## src/adi_pkg.sv

```systemverilog
// Package for the automatic dialer interface: register map, field positions,
// reset values and the lead bundles to and from the calling unit.
// Assumes an APB master with 32-bit data and byte strobes.
package adi_pkg;

  localparam int NUM_LINES = 4;
  localparam int ADDR_W    = 12;

  // Byte addresses, one aligned word each
  localparam logic [11:0] LINE0_OFS    = 12'h000;
  localparam logic [11:0] LINE_STRIDE  = 12'h004;
  localparam logic [11:0] IRQ_STAT_OFS = 12'h010;
  localparam logic [11:0] IRQ_MASK_OFS = 12'h014;

  // Line register fields
  localparam int POWER_OFF_BIT   = 15;
  localparam int ABANDON_BIT     = 14;
  localparam int LINE_OCC_BIT    = 12;
  localparam int DIGIT_LSB       = 8;
  localparam int DONE_BIT        = 7;
  localparam int LINE_IRQ_EN_BIT = 6;
  localparam int DSS_BIT         = 5;
  localparam int NEXT_DIGIT_BIT  = 4;
  localparam int GROUP_IRQ_BIT   = 2;
  localparam int DIGIT_PRES_BIT  = 1;
  localparam int CALL_REQ_BIT    = 0;

  // Event bits in the interrupt status word, four per line
  localparam int EV_PER_LINE  = 4;
  localparam int EV_NEXT      = 0;
  localparam int EV_DSS       = 1;
  localparam int EV_ABANDON   = 2;
  localparam int EV_POWER     = 3;
  localparam int EV_W         = NUM_LINES * EV_PER_LINE;

  localparam logic [3:0]      DIGIT_RST    = 4'h0;
  localparam logic [EV_W-1:0] IRQ_MASK_RST = 16'h0000;

  typedef struct packed {
    logic power_off;
    logic abandon_call_timeout;
    logic data_set_connected;
    logic line_occupied;
    logic next_digit_request_lead;
  } adi_acu_in_type;

  typedef struct packed {
    logic       call_request_lead;
    logic       digit_present_lead;
    logic [3:0] digit;
  } adi_acu_out_type;

endpackage : adi_pkg

```

## src/adi_dialer.sv

```systemverilog
// Four-line automatic dialer interface with an APB register slave.
// Assumes calling-unit leads are asynchronous levels and the APB master runs on mclk.
`timescale 1ns/10ps
`default_nettype none

module adi_dialer
(
  input  wire logic                      mclk,
  input  wire logic                      reset_n,
  input  wire logic                      psel,
  input  wire logic                      penable,
  input  wire logic                      pwrite,
  input  wire logic [adi_pkg::ADDR_W-1:0] paddr,
  input  wire logic [31:0]               pwdata,
  input  wire logic [3:0]                pstrb,
  output var  logic [31:0]               prdata,
  output var  logic                      pready,
  output var  logic                      pslverr,
  output var  logic                      irq,
  input  wire adi_pkg::adi_acu_in_type   acu_in  [adi_pkg::NUM_LINES],
  output var  adi_pkg::adi_acu_out_type  acu_out [adi_pkg::NUM_LINES]
);

  localparam int NL = adi_pkg::NUM_LINES;
  localparam int EW = adi_pkg::EV_W;

  function automatic logic [NL-1:0] adi_line_sel(input logic [adi_pkg::ADDR_W-1:0] a);
    logic [NL-1:0] s;
    s = '0;
    for (int k = 0; k < NL; k++)
    begin
      if (a == adi_pkg::LINE0_OFS + 12'(k) * adi_pkg::LINE_STRIDE)
      begin
        s[k] = 1'b1;
      end
    end
    return s;
  endfunction : adi_line_sel

  logic            pready_r;
  logic            pslverr_r;
  logic [31:0]     prdata_r;
  logic            irq_r;
  logic [EW-1:0]   stat_r;
  logic [EW-1:0]   mask_r;
  logic [EW-1:0]   ev_all;
  logic [EW-1:0]   gate_all;
  logic [NL-1:0]   wr_sel;
  logic [NL-1:0]   setup_sel;
  logic            wr_done;
  logic            rd_done;
  logic            setup;
  logic [15:0]     line_word [NL];
  logic [3:0]      line_ev   [NL];
  logic            crq_r     [NL];
  logic            dpr_r     [NL];
  logic            done_r    [NL];
  logic            lie_r     [NL];
  logic [3:0]      digit_r   [NL];
  logic            gie_r;
  logic [4:0]      sync1_r   [NL];
  logic [4:0]      sync2_r   [NL];
  logic [4:0]      prev_r    [NL];

  assign setup     = psel & ~penable;
  assign wr_done   = psel & penable & pready_r & pwrite;
  assign rd_done   = psel & penable & pready_r & ~pwrite;
  assign wr_sel    = wr_done ? adi_line_sel(paddr) : '0;
  assign setup_sel = adi_line_sel(paddr);

  // Group enable lives on line zero only; other lines ignore that bit
  always_ff @(posedge mclk or negedge reset_n)
  begin
    if (!reset_n)
      gie_r <= 1'b0;
    else if (wr_sel[0] && pstrb[0])
      gie_r <= pwdata[adi_pkg::GROUP_IRQ_BIT];
  end

  genvar gi;
  generate
    for (gi = 0; gi < NL; gi++)
    begin : g_line
      logic [4:0] rise;
      logic       pnd_fall;
      logic       wr_lo;

      // Order: power, abandon, connected, occupied, next-digit
      always_ff @(posedge mclk or negedge reset_n)
      begin
        if (!reset_n)
        begin
          sync1_r[gi] <= 5'h00;
          sync2_r[gi] <= 5'h00;
          prev_r[gi]  <= 5'h00;
        end
        else
        begin
          sync1_r[gi] <= acu_in[gi];
          sync2_r[gi] <= sync1_r[gi];
          prev_r[gi]  <= sync2_r[gi];
        end
      end

      assign rise     = sync2_r[gi] & ~prev_r[gi];
      assign pnd_fall = prev_r[gi][0] & ~sync2_r[gi][0];
      assign wr_lo    = wr_sel[gi] & pstrb[0];

      always_ff @(posedge mclk or negedge reset_n)
      begin
        if (!reset_n)
          digit_r[gi] <= adi_pkg::DIGIT_RST;
        else if (wr_sel[gi] && pstrb[1])
          digit_r[gi] <= pwdata[adi_pkg::DIGIT_LSB +: 4];
      end

      always_ff @(posedge mclk or negedge reset_n)
      begin
        if (!reset_n)
        begin
          crq_r[gi] <= 1'b0;
          lie_r[gi] <= 1'b0;
        end
        else if (wr_lo)
        begin
          crq_r[gi] <= pwdata[adi_pkg::CALL_REQ_BIT];
          lie_r[gi] <= pwdata[adi_pkg::LINE_IRQ_EN_BIT];
        end
      end

      // A write in the same cycle as acceptance wins: software is starting the next digit
      always_ff @(posedge mclk or negedge reset_n)
      begin
        if (!reset_n)
          dpr_r[gi] <= 1'b0;
        else if (wr_lo)
          dpr_r[gi] <= pwdata[adi_pkg::DIGIT_PRES_BIT];
        else if (pnd_fall)
          dpr_r[gi] <= 1'b0;
      end

      // Events count only while a call is requested
      assign line_ev[gi] = crq_r[gi] ? {rise[4], rise[3], rise[2], rise[0]} : 4'h0;

      // Hardware set beats a software clear in the same cycle
      always_ff @(posedge mclk or negedge reset_n)
      begin
        if (!reset_n)
          done_r[gi] <= 1'b0;
        else if (|line_ev[gi])
          done_r[gi] <= 1'b1;
        else if (wr_lo)
          done_r[gi] <= pwdata[adi_pkg::DONE_BIT];
      end

      // Call request is write-only and reads as zero
      assign line_word[gi] = {sync2_r[gi][4], sync2_r[gi][3], 1'b0, sync2_r[gi][1],
                              digit_r[gi], done_r[gi], lie_r[gi], sync2_r[gi][2],
                              sync2_r[gi][0], 1'b0, (gi == 0) ? gie_r : 1'b0,
                              dpr_r[gi], 1'b0};

      assign acu_out[gi] = '{call_request_lead:  crq_r[gi],
                             digit_present_lead: dpr_r[gi],
                             digit:              digit_r[gi]};

    end
  endgenerate

  always_comb
  begin
    ev_all   = '0;
    gate_all = '0;
    for (int k = 0; k < NL; k++)
    begin
      ev_all[k*adi_pkg::EV_PER_LINE +: 4]   = line_ev[k];
      gate_all[k*adi_pkg::EV_PER_LINE +: 4] = {4{lie_r[k] & gie_r}};
    end
  end

  // Read clears only the bits that were returned, so a late event is not lost
  always_ff @(posedge mclk or negedge reset_n)
  begin
    if (!reset_n)
      stat_r <= '0;
    else if (rd_done && paddr == adi_pkg::IRQ_STAT_OFS)
      stat_r <= (stat_r & ~prdata_r[EW-1:0]) | ev_all;
    else
      stat_r <= stat_r | ev_all;
  end

  always_ff @(posedge mclk or negedge reset_n)
  begin
    if (!reset_n)
      mask_r <= adi_pkg::IRQ_MASK_RST;
    else if (wr_done && paddr == adi_pkg::IRQ_MASK_OFS)
    begin
      if (pstrb[0])
        mask_r[7:0] <= pwdata[7:0];
      if (pstrb[1])
        mask_r[15:8] <= pwdata[15:8];
    end
  end

  always_ff @(posedge mclk or negedge reset_n)
  begin
    if (!reset_n)
      irq_r <= 1'b0;
    else
      irq_r <= |(stat_r & mask_r & gate_all);
  end

  // Data captured in setup; pready answers in the first access cycle
  always_ff @(posedge mclk or negedge reset_n)
  begin
    if (!reset_n)
    begin
      pready_r  <= 1'b0;
      pslverr_r <= 1'b0;
      prdata_r  <= 32'h0000_0000;
    end
    else
    begin
      pready_r  <= setup;
      pslverr_r <= 1'b0;
      if (setup)
      begin
        prdata_r <= 32'h0000_0000;
        if (|setup_sel)
        begin
          for (int k = 0; k < NL; k++)
          begin
            if (setup_sel[k] && !pwrite)
              prdata_r <= {16'h0000, line_word[k]};
          end
        end
        else if (paddr == adi_pkg::IRQ_STAT_OFS)
        begin
          if (!pwrite)
            prdata_r <= {16'h0000, stat_r | ev_all};
        end
        else if (paddr == adi_pkg::IRQ_MASK_OFS)
        begin
          if (!pwrite)
            prdata_r <= {16'h0000, mask_r};
        end
        else
          pslverr_r <= 1'b1;
      end
    end
  end

  assign prdata  = prdata_r;
  assign pready  = pready_r;
  assign pslverr = pslverr_r;
  assign irq     = irq_r;
endmodule : adi_dialer

`default_nettype wire

```

## config.mk

```make
export PLATFORM = sky130hd
export DESIGN_NAME = adi_dialer
export DESIGN_NICKNAME = d
export VERILOG_FILES = /design/src/adi_pkg.sv /design/src/adi_dialer.sv
export SDC_FILE = /design/constraint.sdc
export NUM_CORES = 1
export LEC_CHECK = 0
export ABC_AREA = 1
export ABC_CLOCK_PERIOD_IN_PS = 2000
export BUFFER_PORTS_ARGS = -buffer_cell sky130_fd_sc_hd__buf_2
export CELL_PAD_IN_SITES_DETAIL_PLACEMENT = 0
export CELL_PAD_IN_SITES_GLOBAL_PLACEMENT = 1
export CORE_MARGIN = 5
export CORE_UTILIZATION = 41
export DETAILED_ROUTE_END_ITERATION = 12
export GPL_TIMING_DRIVEN = 0
export PLACE_DENSITY_LB_ADDON = 0.1
export SLEW_MARGIN = 20
export SYNTH_ARGS = -nofsm -noshare
export SYNTH_HDL_FRONTEND = slang
export SYNTH_SLANG_ARGS = --single-unit
```

## constraint.sdc

```tcl
create_clock -name mclk -period 2 [get_ports mclk]
set_input_delay 0.2 -clock mclk [delete_from_list [all_inputs] [get_ports mclk]]
set_output_delay 0.2 -clock mclk [all_outputs]
set_load 0.05 [all_outputs]
```

# Yosys cells after proc, flatten, opt, wreduce, memory -nomap -nowiden
# Index checks and enable logic that the tools add are counted.
# Widths: inputs -> output; s select.
# word_totals
output_inout_bits,59
reg_bits,160
inputBits,73
wordCells,150
# classes
muxes,39
eq_ne,5
n_bitwise,37
reduce_logical,29
# ops
op,count
$mux 32,5
$mux 16,5
$and 16x16->16,3
$or 16x16->16,2
$eq 12x4->1 const B,2
$eq 12x5->1 const B,2
$mux 1,24
$and 5x5->5,4
$mux 4,5
$not 5->5,4
$reduce_or 4->1,5
$and 1x1->1,17
$not 16->16,1
$reduce_bool 2->1,8
$reduce_or 16->1,1
$eq 12x3->1 const B,1
$logic_not 12->1,1
$logic_and 1x1->1,11
$not 1->1,6
$reduce_and 2->1,2
$logic_not 1->1,1

# Longest topological paths before layout
# Gate-level depths: netlist of run 1.
# depth
depth_word,8
ltp_mapped,11
ltp_nobuf,10

# Least setup slack after synthesis of run 1
# Ideal clock, no wire load.
# synth_timing
path_kind,reg2reg
from,register pready_r (netlist: pready)
to,register digit_r (netlist bit acu_out[18])
setup_slack_ns,0.169
n_path_buf,0
arrival_time_ns,1.713
setup_ns,0.119
path_stages_with_launch,7
required_ns,1.881
synth_period_minus_slack_ns,1.831
path_cell_list,dfrtp_1 -> nand3_1 -> nor2_8 -> inv_4 -> nor3b_4 -> nand2_1 -> o21a_1
# synth_via
elab_chain_cells,4
# synth_rtl
element,line_no,rtl
"start, declared",adi_dialer.sv:40,logic pready_r;
"start signal, assigned",adi_dialer.sv:223,pready_r <= setup;
$and 1x1->1 (2 in a row),adi_dialer.sv:66,assign wr_done = psel & penable & pready_r & pwrite;
$mux 4,adi_dialer.sv:68,assign wr_sel = wr_done ? adi_line_sel(paddr) : '0;
$logic_and 1x1->1,adi_dialer.sv:113,else if (wr_sel[gi] && pstrb[1])
"end signal, assigned by index",adi_dialer.sv:112,digit_r[gi] <= adi_pkg::DIGIT_RST;
"end signal, assigned by index",adi_dialer.sv:114,digit_r[gi] <= pwdata[adi_pkg::DIGIT_LSB +: 4];
"end, declared",adi_dialer.sv:59,logic [3:0] digit_r [NL];
# Every way passes these cells.
# A chain may end at the register's enable or synchronous reset.

# Worst setup path in the final report of run 1
# layout_timing
from,register pready_r (netlist: pready)
to,register mask_r[11]
# layout_via
elab_chain_cells,4
# layout_rtl
element,line_no,rtl
$and 1x1->1 (2 in a row),adi_dialer.sv:66,
$logic_and 1x1->1,adi_dialer.sv:195,else if (wr_done && paddr == adi_pkg::IRQ_MASK_OFS)
$reduce_and 2->1 (no source line),-,
"end signal, assigned",adi_dialer.sv:194,mask_r <= adi_pkg::IRQ_MASK_RST;
"end signal, assigned",adi_dialer.sv:200,mask_r[15:8] <= pwdata[15:8];
"end, declared",adi_dialer.sv:45,logic [EW-1:0] mask_r;
# Every way passes these cells.

==> metrics.md, run 1 <==
| Metric | Value |
|---|---|
| Status | complete, no violations |
| Clock root cell | clkbuf_16 |
| Crit path capture type | flip-flop |
| Critical path type | flip-flop to flip-flop |
| Antenna viol nets, final | 0 |
| Number of buffers created by CTS | 17 |
| Worst path max stage delay | between 0.3 and 0.4 ns |
| Critical path arrival | slightly above 2 ns |
| Period utilization | ~87% |
| Detailed Place HPWL | 13400 um |
| Final #Nets | about 940 |
| Yosys warnings | 0 |
| Slowest-stage cell, CP | dfrtp_1 |
| CTS HTree Levels | 4 |
| Tmin final | around 1.7 ns |
| Die Footprint | about 18000 um2 |
| Setup Skew | between 0.008 and 0.009 ns |
| Min-delay src | pwdata[3] |
| Detailed Route Iter0 Violations | between 300 and 400 |
| GRT overflow | 0 |
| Critical path required time | roughly 2.3 ns |
| Most common cell on crit path | nor2_8 |
| Sw power | ~0.0016 W |
| Setup Viol. Count Final | 0 |
| Avg Inst Size Synth | 8.82 um2 |
| Max Buffers Root-to-Sink | 2 |
| N_diodes | 0 |
| Max-slew violation count | 0 |
| Final WL | approximately 18000 um |
| Post-CTS Setup Repair Bufs | 0 |
| VDD IR max | slightly below 0.0006 V |
| Leak | ~4.1 nW |
| Clock Latency Late Sink | about 0.43 ns |
| Wire per inst | about 17 um |
| Register area share after synthesis | a little under three fifths |
| Area grow syn2layout | 25.4% |
| Footprint of the multi-input gates | ~2100 um2 |
| Clock share of power | 47.4% |
| Power per cell area | about 800 nW/um2 |
| Clock Pin Slew Worst Setup and Hold Paths | approximately 0.06 ns |
| Worst slew margin | roughly 55% |
| Synth cell types | 38 |
| Total of max-cap violations | 0 |
| Number of global-route vias before repair | around 5300 |
| Synthesized instance count | 709 |
| Initial antenna violation count | 0 |
| Hold depth | 3 |
| Buffers added on ports | 95 |
| CP top delay family | simple AND/OR/NAND/NOR gates |
| Crit-path cells | nand3_1, nor2_8, inv_4, nor2_8, nand2_2, buf_6, nand2_1, o21ai_1 |
| Drt via density | just under 5 |
| Pin count of the biggest net entering global routing | just under 90 |
| FF+latch area | between 3000 and 4000 um2 |
| Die Ht | between 100 and 150 um |
| Unrepaired setup endpoints after global routing | false |
| Fillcell total | between 1000 and 1500 |
| I/O pin cnt | approximately 130 |
| FF+latch count, synth | 140 |
| # clock sinks | 140 |
| First-pass iteration count of the detailed router | 5 |
| Total Power | between 0.006 and 0.007 W |
| FP Rows | between 40 and 50 |
| Hold WC Path Type | input pin to flip-flop |
| RR Startpoint | pready |
| Hold endpoint | mask_r[3] |
| Reg2reg path depth | 8 |
| Setup crit start kind | flip-flop |
| Drc violations | 0 |
| Internal power | 0.00463 W |
| Initial Util | approximately two fifths |
| Worst-path fanout max | 10 |
| R2R Path End | mask_r[11] |
| Actual slew at the worst max-slew pin | 0.668 ns |
| Flop pwr share | 46.6% |
| Switching share of total power | about a quarter |
| Share of layout cells above drive strength 1 | approximately 23% |
| Core Util, Final | 52.0% |
| Vias | 5220 |
| Gr usage total | around a fifth |
| Commonest non-fill, non-tap cell in the layout | nand2_1 |
| Crit. Startpoint | pready |
| Hold Violations, Final | 0 |
| Chip Width | 134 um |
| Comb power frac | under 10% |
| First-pass GRT wire length | between 20000 and 30000 um |
| Max Fclk | about 570 MHz |
| Gpl congestion | a little over 0.9 |
| CTS tree | built |
| # resized after CTS | 0 |
| R2R Setup Slk | 0.25 ns |
| Core box area | between 15000 and 20000 um2 |
| CP Buf/Inv Count | 2 |
| Setup TNS | 0 ns |
| Most frequent cells in the layout | 177 x nand2_1, 140 x dfrtp_1, 102 x buf_2 |
| Syn Std Cell Area | roughly 6300 um2 |
[kinds of logic (layout without fill, tap and decap cells)]
family                 count (synthesis)  after routing  share of synthesized area [%]
AOI/OAI and AO/OA                     89             89                           8.42
and+or+nand+nor                      348            348                           24.9
other                                  1             16                         0.0600
DFF                                  140            140                           56.0
buffers and inverters                131            282                           10.6
[worst register-to-register path, delay by kind of cell, from the launching register on]
| family | cells | cell delay, ns |
|---|---|---|
| AO/OA/AOI/OAI | 1 | 0.06 |
| buffers and inverters | 2 | 0.28 |
| flip-flops | 1 | 0.34 |
| AND/OR/NAND/NOR | 5 | 0.95 |
[cell type report]
class | count | share of cell area, %
repair buffers | 119 | 9.48
inverters | 75 | 3.62
clock inverters | 15 | 1.63
well taps | 188 | 3.00
flip-flops and latches | 140 | 44.7
multi-input cells | 453 | 27.3
clock buffers | 17 | 5.43
plain buffers | 56 | 4.82
[cell usage after synthesis]
cell type,number,area [um2]
inv_2,3,11.3
nand2_1,177,664
nand3_2,1,10.0
inv_4,1,6.26
nor4_1,1,6.26
o22ai_1,2,12.5
clkbuf_1,8,30.0
a22oi_1,1,7.51
buf_2,8,40.0
nor3_2,2,20.0
nand2_2,4,25.0
nand4_1,29,181
o31ai_1,2,15.0
and2_1,1,6.26
nor3_1,5,25.0
inv_1,71,267
nor2_2,3,18.8
nor3_4,1,16.3
a21boi_0,4,30.0
o211ai_1,5,37.5
o21ai_1,8,40.0
a21oi_1,14,70.1
a31oi_1,13,81.3
buf_4,38,285
o21a_1,4,30.0
o21ai_2,1,8.76
a41oi_1,3,26.3
nor2_8,2,40.0
nand3b_1,4,30.0
nor2_1,75,282
conb_1,1,3.75
nand3_1,39,195
dfrtp_1,140,3500
or2_2,3,18.8
o21ai_0,30,150
nor3b_4,1,18.8
buf_6,2,22.5
a21oi_2,2,17.5
[how the worst max path moves through the flow]
| stage | depth (start not counted) | end |
|---|---|---|
| 5_1_grt | 6 | acu_out[18] |
| 3_5_place_dp | 8 | stat_r[7] |
| 6_report | 8 | mask_r[11] |
| 4_1_cts | 8 | mask_r[11] |
| 2_1_floorplan | 6 | acu_out[18] |
| 3_3_place_gp | 1 | sync1_r[6] |
[registers in the layout, indices dropped and copies added (netlist names), 4 cells and up]
register and count:
lie_r 4, prdata 16, acu_out 24, sync1_r 20
done_r 4, prev_r 16, stat_r 16, line_word 20
mask_r 16
[routing by layer]
| metal | track usage, % | vias to the layer above | part of all wire (%) |
|---|---|---|---|
| li1 | - | 2557 | - |
| met1 | 28.5 | 2482 | 46 |
| met2 | 33.6 | 152 | 47 |
| met3 | 5.17 | 29 | 5.1 |
| met4 | 7.14 | 0 | 1.8 |
| met5 | 0 | - | 0 |
[power by group through the flow]
stage               clock network (W)  registers, W  logic, W
floorplan                           0       0.00297  0.000167
global placement                    0       0.00297  0.000330
detailed placement                  0       0.00297  0.000343
CTS                           0.00303       0.00292  0.000379
global route                  0.00315       0.00293  0.000412
finish                        0.00297       0.00292  0.000375
[metrics by stage]
step / hold WS [ns] / setup WS (ns) / cell area, um2 / std cells
floorplan: -0.0956 / 0.169 / 6310 / 724
global placement: 0.307 / -1.20 / 7020 / 1007
detailed placement: 0.148 / 0.0716 / 7060 / 1008
CTS: 0.00130 / 0.249 / 7840 / 1063
global route: 0.0132 / 0.187 / 7840 / 1063
finish: 0.0138 / 0.254 / 7840 / 1063
[repair_timing]
item | CTS | global route
hold buffers | 23 | 0
endpoints found under the hold margin | 75 | 0
setup endpoints to repair | 0 | 0
Power figures use the tool's default switching activity.
==> inputs of run 2 (changes only) <==
--- a/config.mk
+++ b/config.mk
@@ -15,6 +15,7 @@
 export DETAILED_ROUTE_END_ITERATION = 12
 export GPL_TIMING_DRIVEN = 0
 export PLACE_DENSITY_LB_ADDON = 0.1
+export RECOVER_POWER = 50
 export SLEW_MARGIN = 20
 export SYNTH_ARGS = -nofsm -noshare
 export SYNTH_HDL_FRONTEND = slang
==> metrics.md, run 2 (synthesized netlist as in run 1, its figures left out) <==
| Metric | Value |
|---|---|
| Crit path capture type | flip-flop |
| Antenna viol nets, final | 0 (unchanged) |
| R2R Setup Slk | 0.26 ns (about the same) |
| Actual slew at the worst max-slew pin | 0.689 ns (+0.0205 ns) |
| FP Rows | 45 (unchanged) |
| Die Footprint | 17800 um2 (unchanged) |
| Footprint of the multi-input gates | 2140 um2 (-0.12%) |
| Core Util, Final | 51.9% (about the same) |
| Area grow syn2layout | 25.4% (about the same) |
| Initial antenna violation count | 0 (unchanged) |
| Clock Latency Late Sink | 0.43 ns (about the same) |
| Final #Nets | 935 (unchanged) |
| Chip Width | 134 um (unchanged) |
| Status | complete, no violations |
| Post-CTS Setup Repair Bufs | 0 (unchanged) |
| VDD IR max | 0.000575 V (-0.22%) |
| Critical path arrival | 2.05 ns (about the same) |
| Worst slew margin | 53.9% (-1.5 points) |
| Total Power | 0.00626 W (about the same) |
| Vias | 5224 (+0.077%) |
| Period utilization | 87.0% (-0.29 points) |
| Crit-path cells | nand3_1, nor2_8, inv_4, nor2_8, nand2_2, buf_6, nand2_1, o21ai_1 |
| Met2 Resource Use GR | 33.6% (unchanged) |
| Max Buffers Root-to-Sink | 2 (unchanged) |
| Detailed Place HPWL | 13400 um (unchanged) |
| CTS tree | built |
| Share of layout cells above drive strength 1 | 22.7% (-0.11 points) |
| Clock Pin Slew Worst Setup and Hold Paths | 0.06 ns (about the same) |
| Wire per inst | 17.1 um (about the same) |
| Setup crit start kind | flip-flop |
| M3 GR Usage | 5.17% (unchanged) |
| Most common cell on crit path | nor2_8 |
| # clock sinks | 140 (unchanged) |
| Largest register FFs | 24 (unchanged) |
| Number of global-route vias before repair | 5251 (unchanged) |
| Leak | 4.11 nW (about the same) |
| Max-slew violation count | 0 (unchanged) |
| GRT busiest layer | met2 |
| Commonest non-fill, non-tap cell in the layout | nand2_1 |
| Final WL | 18100 um (about the same) |
| FF+latch area | 3500 um2 (unchanged) |
| Power per cell area | 799 nW/um2 (about the same) |
| Pin count of the biggest net entering global routing | 88 (unchanged) |
| M1 GR Usage | 28.5% (unchanged) |
| Setup Viol. Count Final | 0 (unchanged) |
| Worst-path fanout max | 10 (unchanged) |
| Critical path required time | 2.31 ns (about the same) |
| Drt via density | 4.91 (about the same) |
| First-pass iteration count of the detailed router | 6 (+1) |
| Slowest-stage cell, CP | dfrtp_1 |
| CTS HTree Levels | 4 (unchanged) |
| Setup Skew | 0.00886 ns (-0.00000819 ns) |
| Total of max-cap violations | 0 (unchanged) |
| Number of buffers created by CTS | 17 (unchanged) |
| Initial Util | 41.4% (unchanged) |
| N_diodes | 0 (unchanged) |
| Tmin final | 1.74 ns (-0.00587 ns) |
| Fillcell total | 1462 (+0.068%) |
| Gr usage total | 21.1% (unchanged) |
| Die Ht | 134 um (unchanged) |
| I/O pin cnt | 132 (unchanged) |
| GRT overflow | 0 (unchanged) |
| Worst path max stage delay | 0.34 ns (about the same) |
| Final setup margin | 0.260 ns (+0.00587 ns) |
| Core box area | 15100 um2 (unchanged) |
| First-pass GRT wire length | 28500 um (unchanged) |
| Drc violations | 0 (unchanged) |
| Most frequent cells in the layout | 177 x nand2_1, 140 x dfrtp_1, 102 x buf_2 |
| Unrepaired setup endpoints after global routing | false |
| # resized after CTS | 0 (unchanged) |
| Clock root cell | clkbuf_16 |
| Pre-CTS WS | 0.0716 ns (unchanged) |
| Max Fclk | 575 MHz (+0.34%) |
| Detailed Route Iter0 Violations | 339 (+0.30%) |
| Buffers added on ports | 95 (unchanged) |
| Critical path type | flip-flop to flip-flop |
| Hold Violations, Final | 0 (unchanged) |
| Gpl congestion | 0.926 (unchanged) |
| Hold WC Path Type | input pin to flip-flop |
## run 2: cell counts in the layout (fill, tap and decap cells not counted)
No cell type changed its count.
## run 2: where the power goes
part,internal [W],switching [W],leakage [nW]
clock,0.00162,0.00135,0.256
sequential,0.00289,0.0000294,1.73
combinational,0.000118,0.000256,2.12
total,0.00463,0.00163,4.11
## run 2: path summary, 6_finish.rpt
kind	startpoint	cells past startpoint	to
setup / recovery	pready	8	mask_r[11]
hold / removal	pwdata[3]	3	mask_r[3]
setup reg to reg	pready	8	mask_r[11]
hold reg to reg	sync1_r[6]	0	line_word[28]
max in group asynchronous	reset_n	3	acu_out[13]
min in group asynchronous	reset_n	2	mask_r[3]
## run 2: stage by stage
stage | instances | hold slack, ns | TNS, ns | instance area (um2)
5_1_grt | 1063 | 0.0132 | 0 | 7840
2_1_floorplan | 724 | -0.0956 | 0 | 6310
3_3_place_gp | 1007 | 0.307 | -165.98 | 7020
3_5_place_dp | 1008 | 0.148 | 0 | 7060
6_report | 1063 | 0.0143 | 0 | 7840
4_1_cts | 1063 | 0.00130 | 0 | 7840
## run 2: layer usage
layer  vias to the layer above  share of wire (%)
met1                      2482                 46
met5                         -                  0
met3                        29                5.2
met2                       154                 47
met4                         0                1.8
li1                       2559                  -
## run 2: worst max-delay path, delay by kind of cell, from the launching register on
family | cells | cell delay [ns]
and+or+nand+nor | 5 | 0.94
AOI/OAI and AO/OA | 1 | 0.06
DFF | 1 | 0.34
buffers and inverters | 2 | 0.27
## run 2: area by class of cell
| type | count | share of cell area, % |
|---|---|---|
| Tap cell | 188 | 3.00 |
| Buffer | 56 | 4.82 |
| Clock inverter | 15 | 1.63 |
| Timing Repair Buffer | 119 | 9.48 |
| Multi-Input combinational cell | 453 | 27.3 |
| Sequential cell | 140 | 44.7 |
| Clock buffer | 17 | 5.43 |
| Inverter | 75 | 3.62 |
## run 2: timing repair
item	4_1_cts	5_1_grt
setup endpoints to repair	0	0
hold endpoints to repair	75	0
hold buffers	23	0
==> inputs of run 3 (changes only) <==
--- a/config.mk
+++ b/config.mk
@@ -6,12 +6,12 @@
 export NUM_CORES = 1
 export LEC_CHECK = 0
 export ABC_AREA = 1
-export ABC_CLOCK_PERIOD_IN_PS = 2000
+export ABC_CLOCK_PERIOD_IN_PS = 1400
 export BUFFER_PORTS_ARGS = -buffer_cell sky130_fd_sc_hd__buf_2
 export CELL_PAD_IN_SITES_DETAIL_PLACEMENT = 0
 export CELL_PAD_IN_SITES_GLOBAL_PLACEMENT = 1
 export CORE_MARGIN = 5
-export CORE_UTILIZATION = 41
+export CORE_UTILIZATION = 37
 export DETAILED_ROUTE_END_ITERATION = 12
 export GPL_TIMING_DRIVEN = 0
 export PLACE_DENSITY_LB_ADDON = 0.1
==> constraint.sdc (replaced) <==
create_clock -name mclk -period 1.4 [get_ports mclk]
set_input_delay 0.14 -clock mclk [delete_from_list [all_inputs] [get_ports mclk]]
set_output_delay 0.14 -clock mclk [all_outputs]
set_load 0.05 [all_outputs]
==> metrics.md, run 3 (synthesized netlist as in run 1, its figures left out) <==
| Metric | Value |
|---|---|
| Status | complete, no violations |
| Worst slew margin | 51.6% (-2.3 points) |
| Final WL | 18800 um (+3.6%) |
| Tmin final | 1.38 ns (-0.362 ns) |
| Smallest hold slack | 0.0722 ns (+0.0579 ns) |
| Die Ht | 140 um (+4.9%) |
| Wire per inst | 16.9 um (-0.89%) |
| Setup Viol. Count Final | 0 (unchanged) |
| Vias | 5274 (+0.96%) |
| Most common cell on crit path | nor2_8 |
| Area grow syn2layout | 31.0% |
| Most frequent cells in the layout | 173 x nand2_1, 135 x dfrtp_1, 99 x buf_2 |
| # clock sinks | 140 (unchanged) |
| FP Rows | 47 (+4.4%) |
| I/O pin cnt | 132 (unchanged) |
| Gpl congestion | 0.879 (-5.1%) |
| Max-slew violation count | 0 (unchanged) |
| Total of max-cap violations | 0 (unchanged) |
| Power per cell area | 1130 nW/um2 (+42%) |
| Final setup margin | 0.0221 ns (-0.238 ns) |
| Setup Skew | 0.00743 ns (-0.00144 ns) |
| Chip Width | 140 um (+4.9%) |
| Pre-CTS WS | -0.450 ns (-0.522 ns) |
| Hold Violations, Final | 0 (unchanged) |
| Critical path arrival | 1.68 ns (-0.37 ns) |
| Unrepaired setup endpoints after global routing | true |
| Drc violations | 0 (unchanged) |
| Max Fclk | 726 MHz (+26%) |
| First-pass GRT wire length | 29300 um (+2.7%) |
| Number of buffers created by CTS | 17 (unchanged) |
| Hold WC Path Type | input pin to flip-flop |
| Initial Util | 37.7% (-3.7 points) |
| Core box area | 16600 um2 (+9.9%) |
| VDD IR max | 0.000834 V (+45%) |
| Clock Latency Late Sink | 0.43 ns (about the same) |
| Max Buffers Root-to-Sink | 2 (unchanged) |
| Buffers added on ports | 95 (unchanged) |
| CP Buf/Inv Count | 2 (unchanged) |
| Clock root cell | clkbuf_16 |
| Setup crit start kind | flip-flop |
| Fillcell total | 1634 (+12%) |
| Share of layout cells above drive strength 1 | 26.6% (+3.9 points) |
| Number of global-route vias before repair | 5282 (+0.59%) |
| Crit path capture type | flip-flop |
| Die Footprint | 19600 um2 (+10%) |
| CTS HTree Levels | 4 (unchanged) |
| Detailed Route Iter0 Violations | 331 (-2.4%) |
| Initial antenna violation count | 0 (unchanged) |
| Period utilization | 98.4% (+11 points) |
| Slowest-stage cell, CP | dfrtp_2 |
| Drt via density | 4.75 (-3.4%) |
| Largest register FFs | 24 (unchanged) |
| Actual slew at the worst max-slew pin | 0.726 ns (+0.0372 ns) |
| GRT overflow | 0 (unchanged) |
| Critical path required time | 1.71 ns (-0.60 ns) |
| Crit-path cells | nand3_4, nor2_8, inv_6, nor2_8, nand2_4, buf_6, nand2_1, o21ai_1 |
| Worst-path fanout max | 5 (-5) |
| First-pass iteration count of the detailed router | 4 (-2) |
| Worst path max stage delay | 0.38 ns (+0.04 ns) |
| Critical path type | flip-flop to flip-flop |
| Leak | 4.26 nW (+3.7%) |
| Pin count of the biggest net entering global routing | 89 (+1.1%) |
| Antenna viol nets, final | 0 (unchanged) |
| CTS tree | built |
| Clock Pin Slew Worst Setup and Hold Paths | 0.06 ns (about the same) |
| Gr usage total | 19.5% (-1.7 points) |
| CP top delay family | simple AND/OR/NAND/NOR gates |
| Detailed Place HPWL | 13600 um (+1.7%) |
| Total Power | 0.00926 W (+48%) |
| Final #Nets | 951 (+1.7%) |
| Commonest non-fill, non-tap cell in the layout | nand2_1 |
run 3: worst paths after layout:
| kind | start | endpoint | slack [ns] | cells after the start |
|---|---|---|---|---|
| min in group asynchronous | reset_n | prdata[3] | 0.22 | 2 |
| min reg2reg | sync1_r[15] | line_word[52] | 0.35 | 0 |
| max | pready | mask_r[10] | 0.02 | 8 |
| min | pwdata[11] | mask_r[11] | 0.07 | 3 |
| max in group asynchronous | reset_n | acu_out[11] | 0.41 | 3 |
| max reg2reg | pready | mask_r[10] | 0.02 | 8 |
run 3: worst register-to-register path: stages, from the launching register on:
cell and delay (ns):
dfrtp_2 0.38, nand3_4 0.11, nor2_8 0.16, inv_6 0.07
nor2_8 0.16, nand2_4 0.11, buf_6 0.17, nand2_1 0.05
o21ai_1 0.06
run 3: final cells by class:
| type | count | area, um2 | share of cell area, % |
|---|---|---|---|
| tap | 220 | 275 | 3.36 |
| buffer | 55 | 373 | 4.55 |
| multi-input combinational | 453 | 2250 | 27.5 |
| antenna | 1 | 2.50 | 0.0306 |
| inverter | 75 | 287 | 3.50 |
| clock buffer | 19 | 453 | 5.53 |
| clock inverter | 12 | 139 | 1.70 |
| sequential | 140 | 3510 | 42.9 |
| timing repair buffer | 136 | 896 | 10.9 |
run 3: per-layer routing:
layer	up-vias	global-route usage [%]	part of all wire, %
met5	-	0	0
met4	0	7.50	2.0
met3	23	4.09	5.2
met2	178	29.8	46
met1	2492	27.2	47
li1	2581	-	-
run 3: stage by stage:
step	area [um2]	util [%]	setup TNS (ns)	instances
global route	8190	49.4	-0.490	1110
CTS	8050	48.6	-0.206	1105
finish	8190	49.4	0	1111
floorplan	6320	-	-1.64	724
global placement	7080	42.7	-271.17	1039
detailed placement	7110	42.9	-23.26	1040
run 3: where the power goes:
| group | internal (W) | switching [W] | leakage, nW |
|---|---|---|---|
| Sequential | 0.00413 | 0.0000440 | 1.72 |
| Clock | 0.00272 | 0.00179 | 0.278 |
| Combinational | 0.000185 | 0.000383 | 2.26 |
| Total | 0.00704 | 0.00222 | 4.26 |
run 3: what timing repair did:
item	4_1_cts	5_1_grt
setup buffers	5	5
gates resized for setup	8	37
gates cloned	1	0
endpoints found under the setup margin	25	70
hold buffers	29	0
endpoints found under the hold margin	81	0
pin swaps	4	11
